## src/speed_threshold_pkg.sv

```systemverilog
/*
 * constants, register map and state layout of the speed threshold detector.
 * assumes nothing beyond a single clock domain.
 */
package speed_threshold_pkg;

	// ************************************************************
	// register map
	// ************************************************************
	localparam logic [11:0] zero_speed_threshold_addr   = 12'h14c;
	localparam logic [11:0] target_speed_threshold_addr = 12'h14e;
	localparam logic [11:0] irq_status_addr             = 12'h160;
	localparam logic [11:0] irq_clear_addr              = 12'h162;
	localparam logic [11:0] irq_enable_addr             = 12'h164;
	localparam logic [11:0] flag_state_addr             = 12'h166;

	// ************************************************************
	// reset values and limits
	// ************************************************************
	localparam logic [15:0] zero_speed_threshold_rst   = 16'h0064;
	localparam logic [15:0] zero_speed_threshold_max   = 16'h07d0;
	localparam logic [15:0] target_speed_threshold_rst = 16'h0bb8;
	localparam logic [15:0] target_speed_threshold_max = 16'h1388;

	// target threshold is whole rpm, speed is 0.1 rpm per count
	localparam logic [3:0]  target_scale = 4'ha;

	// ************************************************************
	// field positions
	// ************************************************************
	localparam int zero_bit   = 0;
	localparam int target_bit = 1;
	localparam int event_w    = 2;

	// common comparison width
	localparam int cmp_w = 24;

	typedef struct packed {
		logic [15:0]        zero_thr;
		logic [15:0]        target_thr;
		logic [event_w-1:0] irq_en;
		logic [event_w-1:0] irq_status;
		logic               zero_flag;
		logic               target_flag;
		logic [15:0]        rd_data;
	} state_t;

	typedef struct packed {
		logic        zero_speed_flag;
		logic        target_speed_reached_flag;
		logic        irq;
	} status_out_t;

endpackage : speed_threshold_pkg

```

## src/magnitude_compare.sv

```systemverilog
/*
 * unsigned magnitude against threshold comparator.
 * assumes both operands are already scaled to the same unit.
 */
`timescale 1ns/10ps

module magnitude_compare #(
	parameter int W = 24
) (
	// operands
	input  wire logic [W-1:0] value,
	input  wire logic [W-1:0] threshold,
	// results
	output logic              at_or_below,
	output logic              at_or_above
);

	assign at_or_below = (value <= threshold);
	assign at_or_above = (value >= threshold);

endmodule : magnitude_compare

```

## src/speed_threshold_detector.sv

```systemverilog
/*
 * speed threshold detector: zero-speed and target-speed outputs,
 * two threshold registers, sticky interrupt status.
 * assumes speed samples are signed, 0.1 rpm per count, synchronous to
 * clk_sys, qualified by speed_valid.
 */
//
// Function
// - zero-speed output turns on after a valid sample whose speed magnitude is at or below the zero threshold.
// - zero-speed output holds until speed magnitude rises strictly above the zero threshold.
// - zero threshold is 16 bits, 0.1 rpm per count, limited to 0..2000, reset to 100.
// - target-speed output turns on when speed reaches the target setting.
// - target comparison uses speed magnitude so both directions count.
// - target-speed output holds until speed magnitude falls strictly below the target.
//
`timescale 1ns/10ps

module speed_threshold_detector #(
	parameter int SPEED_W = 18
) (
	// clock and reset
	input  wire logic               clk_sys,
	input  wire logic               rst,
	// speed feedback
	input  wire logic [SPEED_W-1:0] speed,
	input  wire logic               speed_valid,
	// register port
	input  wire logic [11:0]        addr,
	input  wire logic [15:0]        wr_data,
	input  wire logic               wr_en,
	input  wire logic               rd_en,
	output logic      [15:0]        rd_data,
	// status outputs
	output logic                    zero_speed_flag,
	output logic                    target_speed_reached_flag,
	output logic                    irq
);

	// ************************************************************
	// speed magnitude and scaled thresholds
	// ************************************************************
	speed_threshold_pkg::state_t      state;
	speed_threshold_pkg::state_t      next_state;
	speed_threshold_pkg::status_out_t outs;

	logic [SPEED_W-1:0]                   neg_speed;
	logic [SPEED_W-1:0]                   mag;
	logic [speed_threshold_pkg::cmp_w-1:0] mag_ext;
	logic [speed_threshold_pkg::cmp_w-1:0] zero_ext;
	logic [speed_threshold_pkg::cmp_w-1:0] target_ext;
	logic [speed_threshold_pkg::cmp_w-1:0] target_prod;
	logic                                  zero_le;
	logic                                  zero_ge;
	logic                                  target_le;
	logic                                  target_ge;

	assign neg_speed = SPEED_W'(~speed + 1'b1);
	// absolute speed, forward or reverse
	assign mag       = speed[SPEED_W-1] ? neg_speed : speed;
	assign mag_ext   = speed_threshold_pkg::cmp_w'(mag);
	assign zero_ext  = speed_threshold_pkg::cmp_w'(state.zero_thr);
	// whole rpm scaled to 0.1 rpm counts
	assign target_prod = speed_threshold_pkg::cmp_w'(state.target_thr)
		* speed_threshold_pkg::cmp_w'(speed_threshold_pkg::target_scale);
	assign target_ext  = target_prod;

	magnitude_compare #(
		.W (speed_threshold_pkg::cmp_w)
	) u_zero_cmp (
		.value       (mag_ext),
		.threshold   (zero_ext),
		.at_or_below (zero_le),
		.at_or_above (zero_ge)
	);

	magnitude_compare #(
		.W (speed_threshold_pkg::cmp_w)
	) u_target_cmp (
		.value       (mag_ext),
		.threshold   (target_ext),
		.at_or_below (target_le),
		.at_or_above (target_ge)
	);

	// ************************************************************
	// next state
	// ************************************************************
	logic [speed_threshold_pkg::event_w-1:0] events;
	logic [speed_threshold_pkg::event_w-1:0] clear;
	logic                                    new_zero;
	logic                                    new_target;

	always_comb
	begin
		next_state = state;
		events     = '0;
		clear      = '0;
		new_zero   = state.zero_flag;
		new_target = state.target_flag;

		if (speed_valid)
		begin
			// on at or below, off only once strictly above
			new_zero   = zero_le;
			// on at or above, off only once strictly below
			new_target = target_ge;
		end
		next_state.zero_flag   = new_zero;
		next_state.target_flag = new_target;

		// rising edges of either output are events
		events[speed_threshold_pkg::zero_bit]   = new_zero & ~state.zero_flag;
		events[speed_threshold_pkg::target_bit] =
			new_target & ~state.target_flag;

		if (wr_en)
		begin
			case (addr)
				speed_threshold_pkg::zero_speed_threshold_addr:
				begin
					if (wr_data > speed_threshold_pkg::zero_speed_threshold_max)
						next_state.zero_thr =
							speed_threshold_pkg::zero_speed_threshold_max;
					else
						next_state.zero_thr = wr_data;
				end
				speed_threshold_pkg::target_speed_threshold_addr:
				begin
					if (wr_data >
						speed_threshold_pkg::target_speed_threshold_max)
						next_state.target_thr =
							speed_threshold_pkg::target_speed_threshold_max;
					else
						next_state.target_thr = wr_data;
				end
				speed_threshold_pkg::irq_clear_addr:
					clear = wr_data[speed_threshold_pkg::event_w-1:0];
				speed_threshold_pkg::irq_enable_addr:
					next_state.irq_en =
						wr_data[speed_threshold_pkg::event_w-1:0];
				default:
					clear = '0;
			endcase
		end

		// a new event wins over a clear in the same cycle
		next_state.irq_status = (state.irq_status & ~clear) | events;

		next_state.rd_data = '0;
		if (rd_en)
		begin
			case (addr)
				speed_threshold_pkg::zero_speed_threshold_addr:
					next_state.rd_data = state.zero_thr;
				speed_threshold_pkg::target_speed_threshold_addr:
					next_state.rd_data = state.target_thr;
				speed_threshold_pkg::irq_status_addr:
					next_state.rd_data = 16'(state.irq_status);
				speed_threshold_pkg::irq_enable_addr:
					next_state.rd_data = 16'(state.irq_en);
				speed_threshold_pkg::flag_state_addr:
					next_state.rd_data =
						16'({state.target_flag, state.zero_flag});
				default:
					next_state.rd_data = '0;
			endcase
		end
	end

	// ************************************************************
	// state register
	// ************************************************************
	always_ff @(posedge clk_sys)
	begin
		if (rst)
		begin
			state.zero_thr    <= speed_threshold_pkg::zero_speed_threshold_rst;
			state.target_thr  <=
				speed_threshold_pkg::target_speed_threshold_rst;
			state.irq_en      <= '0;
			state.irq_status  <= '0;
			state.zero_flag   <= 1'b0;
			state.target_flag <= 1'b0;
			state.rd_data     <= '0;
		end
		else
			state <= next_state;
	end

	// ************************************************************
	// outputs
	// ************************************************************
	assign outs.zero_speed_flag           = state.zero_flag;
	assign outs.target_speed_reached_flag = state.target_flag;
	assign outs.irq = |(state.irq_status & state.irq_en);

	assign zero_speed_flag           = outs.zero_speed_flag;
	assign target_speed_reached_flag = outs.target_speed_reached_flag;
	assign irq                       = outs.irq;
	assign rd_data                   = state.rd_data;

endmodule : speed_threshold_detector

```

## config.mk

```make
export PLATFORM = sky130hd
export DESIGN_NAME = speed_threshold_detector
export DESIGN_NICKNAME = d
export VERILOG_FILES = /design/src/speed_threshold_pkg.sv /design/src/magnitude_compare.sv /design/src/speed_threshold_detector.sv
export SDC_FILE = /design/constraint.sdc
export NUM_CORES = 1
export LEC_CHECK = 0
export ABC_AREA = 1
export BUFFER_PORTS_ARGS = -buffer_cell sky130_fd_sc_hd__buf_2
export CAP_MARGIN = 15
export CORE_UTILIZATION = 30
export CTS_CLUSTER_DIAMETER = 200
export DETAILED_ROUTE_END_ITERATION = 16
export PLACE_DENSITY = 0.49
export SLEW_MARGIN = 20
export SYNTH_ARGS = -nofsm -noshare
export SYNTH_HDL_FRONTEND = slang
export SYNTH_SLANG_ARGS = --single-unit
```

## constraint.sdc

```tcl
create_clock -name clk_sys -period 7 [get_ports clk_sys]
set_input_delay 0.7 -clock clk_sys [delete_from_list [all_inputs] [get_ports clk_sys]]
set_output_delay 0.7 -clock clk_sys [all_outputs]
set_load 0.01 [all_outputs]
```

==> results of run 1 <==
[cell usage in the layout, fill, tap and decap left out, types with 6 or more instances in the layout]
cell type,Yosys,final
buf_2,1,69
o22ai_1,17,17
xnor2_1,8,8
inv_2,7,7
dfxtp_1,54,54
nor2_2,6,6
xor2_1,18,18
o21ai_0,18,18
nand2_1,116,116
nand2_2,8,8
nand3_1,25,25
nor3_1,19,19
nor2_1,52,52
inv_1,106,106
ha_1,62,62
a21oi_1,39,39
[cells by family (layout without fill, tap and decap cells)]
| group | count (synthesis) | in the layout | share of synthesized area [%] |
|---|---|---|---|
| flops | 54 | 54 | 24.1 |
| compound gates | 106 | 106 | 14.1 |
| fa+ha+maj | 63 | 63 | 17.8 |
| xor+xnor | 26 | 26 | 5.09 |
| simple gates | 245 | 245 | 25.5 |
| buf+inv | 139 | 191 | 13.4 |
[worst max-delay path, stage by stage (launching register included)]
cell,delay [ns]
dfxtp_1,0.42
ha_1,0.26
ha_1,0.36
nand3_1,0.09
nand2_1,0.15
nand3_1,0.08
nand2_1,0.10
inv_1,0.05
o21ai_1,0.19
a31oi_1,0.12
xor2_1,0.16
ha_1,0.29
a21oi_1,0.16
nor3_1,0.06
a211oi_1,0.16
nand2_1,0.08
nand2_1,0.06
nand2_1,0.08
nand3_1,0.09
a21oi_2,0.05
[layer usage]
metal / up-vias / part of all wire [%] / global-route usage, % / routed length [µm]
met3: 9 / 5.1 / 1.42 / 639
met4: 0 / 1.4 / 4.02 / 179
met5: - / 0 / 0 / 0
met2: 120 / 45 / 28.5 / 5550
li1: 2153 / - / - / -
met1: 1873 / 49 / 23.4 / 6050
[path summary, 6_finish.rpt]
check	start	endpoint	depth (start not counted)
max	state[25]	state[19]	19
min	target_speed_reached_flag	target_speed_reached_flag	2
max reg2reg	state[25]	state[19]	19
min reg2reg	target_speed_reached_flag	target_speed_reached_flag	2
[power groups by stage]
| stage | clock network, mW | registers (mW) | logic [mW] |
|---|---|---|---|
| after floorplan | 0 | 0.317 | 0.0699 |
| after global placement | 0 | 0.318 | 0.109 |
| after detailed placement | 0 | 0.318 | 0.112 |
| after CTS | 0.265 | 0.311 | 0.112 |
| after global routing | 0.276 | 0.311 | 0.128 |
| final | 0.260 | 0.311 | 0.111 |
[sequential cells by signal, indices dropped and copies added (netlist names)]
register and count:
state 36, rd_data 16, zero_speed_flag 1, target_speed_reached_flag 1
[cell type report]
cell class / instances / share of cell area (%)
multi-input combinational: 440 / 55.5
sequential: 54 / 21.4
inverter: 114 / 8.59
timing repair buffer: 69 / 6.85
tap: 184 / 4.57
clock buffer: 6 / 2.76
clock inverter: 2 / 0.323
==> flow_summary.ini, run 1 <==
[sta]
drv_slew = 0
max_slew_margin_pct = 59.9
max_freq_mhz = 319
finClkSkew_ns = 0.00968
post-route-period-util_pct = 44.7
worst_pin_slew_ns = 0.597
min_period_ns = 3.13
fin_ws_ns = 3.87
rsz0062_at_grt = false
final-hold-violation-count = 0
tns_ns = 0
finalSetupViolCount = 0
holdWs_ns = 0.485

[synth]
synth_top_cells_by_count = nand2_1, inv_1, ha_1, dfxtp_1, nor2_1
synth.largest_area_cell = dfxtp_1
synth.distinct_cells = 47
syn_area_um2 = 4480
synth_top_area_share_pct = 24.1
ys_seq_elements = 54
synth.avg_cell_area_um2 = 7.07
synthFlopType = dfxtp_1
synthArstFlopShare_pct = 0
synth_nets = 747
ys_seq_area_share_pct = 24.1
netlist_instances = 633
yosysMostFrequentCell = nand2_1
synth_edf_count = 0
synth_area_leaders = dfxtp_1, ha_1, nand2_1
yosys_warnings = 0

[worst_setup_path]
crit_path_max_fanout = 4
end_kind = flip-flop
cp.required_ns = 7.16
critPathLaunchType = flip-flop
r2r_setup_slack_ns = 3.87
crit_arrival_ns = 3.29
path_class = reg -> reg

[place]
placedInstanceArea_um2 = 4890
place_congestion = 0.867
place_inst = 861
io_buffers = 69
dp_slack_ns = 3.58
dp_hpwl_um = 10500

[clock_network]
hold_buffers = 0
cts_max_level = 2
cts_tree = done
cts_resized = 0
clk_pin_slew_worst_paths_ns = 0.08
cts-root-buf = clkbuf_16
cts.sinks = 54
cts_buffer_depth = 2
cts_inserted_buffers = 5
post_cts_buffers = 0
insertion_delay_ns = 0.30

[flow_run]
maxCapViolations = 0

[pwr]
p_int_mw = 0.495
finalPower_mw = 0.681
p_sw_share_pct = 27.3
seqPwrFrac_pct = 45.6
p_per_area_nw_per_um2 = 135
clockPowerShare_pct = 38.1
p_leak_nw = 2.44
peakVddDrop_v = 0.0000913
share_comb_of_total_power_pct = 16.3
p_sw_mw = 0.186

[final_layout]
multi_input_area_um2 = 2800
drive_gt1_share_pct = 17.1
fillers = 1612
fin_util_pct = 34.7
regArea_um2 = 1080
syn_to_final_growth_pct = 12.6
nNetsFinal = 798
diodes = 0
instances_no_fill = 869
final_area_um2 = 5040

[detailed_routing]
postRouteAntennaNets = 0
wirelength_um = 12400
first_pass_iters = 5
drcViolationCount = 0
viasPerCell = 4.78
drt_iter0_markers = 265
wire_per_inst_um = 14.3
vias = 4155

[grt]
grt_pass1_wl_um = 19900
overflow = 0
grt_antenna_before_repair = 0
grt_max_degree = 26
grt_pass1_vias = 3947
grt_usage_pct = 17.0

[floorplanning]
die-area_um2 = 15400
coreArea_um2 = 14500
num_io_pins = 70
num_rows = 44
start_util_pct = 30.8
die_w_um = 124
die_h_um = 124

[hold_path]
hold_class = reg -> reg

[run_status]
status = finished, final reports clean
Power figures use the tool's default switching activity.
==> run 2: changes to the inputs <==
Settings changed: PLACE_DENSITY 0.49 to 0.5.
Clock period 7 ns to 2.8 ns, I/O delays scaled along.
==> run 2 against run 1 <==
Effect of this change: the flow now finishes with violations (negative setup slack); die area unchanged; global-route usage up 0.78 points; via count increased by 3.2%; cell count grew 4.7%; sequential power is 150% higher; critical endpoint unchanged.
==> flow_summary.ini, run 2 (synthesis gave the netlist of run 1 again) <==
[sta]
max_slew_margin_pct = 61.7
final-hold-violation-count = 0
tns_ns = -0.0501
post-route-period-util_pct = 101
holdWs_ns = 0.238
worst_pin_slew_ns = 0.568
max_freq_mhz = 352
drv_slew = 0
rsz0062_at_grt = true
finalSetupViolCount = 2
fin_ws_ns = -0.0373
finClkSkew_ns = 0.00561
min_period_ns = 2.84

[final_layout]
fillers = 1576
instances_no_fill = 910
nNetsFinal = 840
diodes = 0
final_area_um2 = 5570
syn_to_final_growth_pct = 24.4
largest_register = state
multi_input_area_um2 = 2980
regArea_um2 = 1090
final_cell_mix = nand2_1, inv_1, buf_2
fin_util_pct = 38.3
largestRegisters = state x36, rd_data x16
largest_register_ffs = 36
final_common_cell = nand2_1
drive_gt1_share_pct = 26.6

[pwr]
peakVddDrop_v = 0.000244
p_leak_nw = 2.66
p_per_area_nw_per_um2 = 324
finalPower_mw = 1.81

[clock_network]
clk_pin_slew_worst_paths_ns = 0.07
cts_buffer_depth = 2
cts_inserted_buffers = 5
cts-root-buf = clkbuf_16
cts_tree = done
hold_buffers = 0
cts.sinks = 54
insertion_delay_ns = 0.30
cts_max_level = 2

[grt]
grt_pass1_vias = 4140
grt_usage_pct = 17.8
grt_max_degree = 25
overflow = 0
grt_pass1_wl_um = 21000
grt_antenna_before_repair = 0

[floorplanning]
start_util_pct = 30.8
die-area_um2 = 15400
die_h_um = 124
num_rows = 44
die_w_um = 124
coreArea_um2 = 14500
num_io_pins = 70

[worst_setup_path]
end_kind = flip-flop
cp.required_ns = 2.97
critPathLaunchType = flip-flop
path_class = reg -> reg
crit_arrival_ns = 3.01
crit_path_max_fanout = 5

[detailed_routing]
wire_per_inst_um = 14.2
first_pass_iters = 4
drcViolationCount = 0
vias = 4290
viasPerCell = 4.71
wirelength_um = 12900
postRouteAntennaNets = 0
drt_iter0_markers = 240

[place]
dp_slack_ns = -0.113
dp_hpwl_um = 10700
placedInstanceArea_um2 = 5190
place_inst = 900
io_buffers = 69
place_congestion = 0.876

[flow_run]
maxCapViolations = 0

[hold_path]
hold_class = in -> reg

[run_status]
status = finished, violations left
violations = negative setup slack
[run 2: what timing repair did]
action | in CTS | in global routing
pin swaps | 18 | 22
buffers inserted | 2 | 1
resized for setup | 23 | 15
endpoints found under the setup margin | 2 | 2
[run 2: cell type report]
class	instances	area share [%]
clock inverter	1	0.539
sequential	54	19.7
inverter	114	7.77
timing repair buffer	111	11.9
clock buffer	6	2.49
multi-input combinational	440	53.5
tap	184	4.13
[run 2: worst max-delay path, cell delays in order (launching register included)]
cell,delay [ns]
dfxtp_1,0.34
ha_1,0.31
ha_2,0.37
nand2_1,0.06
nor2_1,0.19
nand3_1,0.13
nand3_1,0.19
xor2_1,0.22
ha_1,0.28
inv_1,0.09
nor3_2,0.05
a211oi_1,0.16
nand2_1,0.08
nand2_1,0.06
nand2_1,0.06
nand3_1,0.08
a21oi_2,0.05
[run 2: path summary, 6_finish.rpt]
| path | to | start | depth (start not counted) | slack [ns] |
|---|---|---|---|---|
| hold / removal | state[31] | wr_data[9] | 3 | 0.24 |
| hold reg to reg | rd_data[12] | state[50] | 2 | 0.48 |
| setup / recovery | state[19] | state[32] | 16 | -0.04 |
| setup reg to reg | state[19] | state[32] | 16 | -0.04 |
[run 2: per-layer routing]
metal,track usage [%],vias to the layer above,routed length [µm]
met2,29.9,96,5810
li1,-,2237,-
met4,4.76,0,215
met3,1.79,12,575
met5,0,-,0
met1,24.0,1945,6340
[run 2: power breakdown]
group          total (mW)  leakage, nW  switching [mW]  internal, mW
Combinational       0.300         2.14           0.178         0.122
Sequential          0.775        0.435         0.00508         0.770
Clock               0.731       0.0829           0.289         0.442
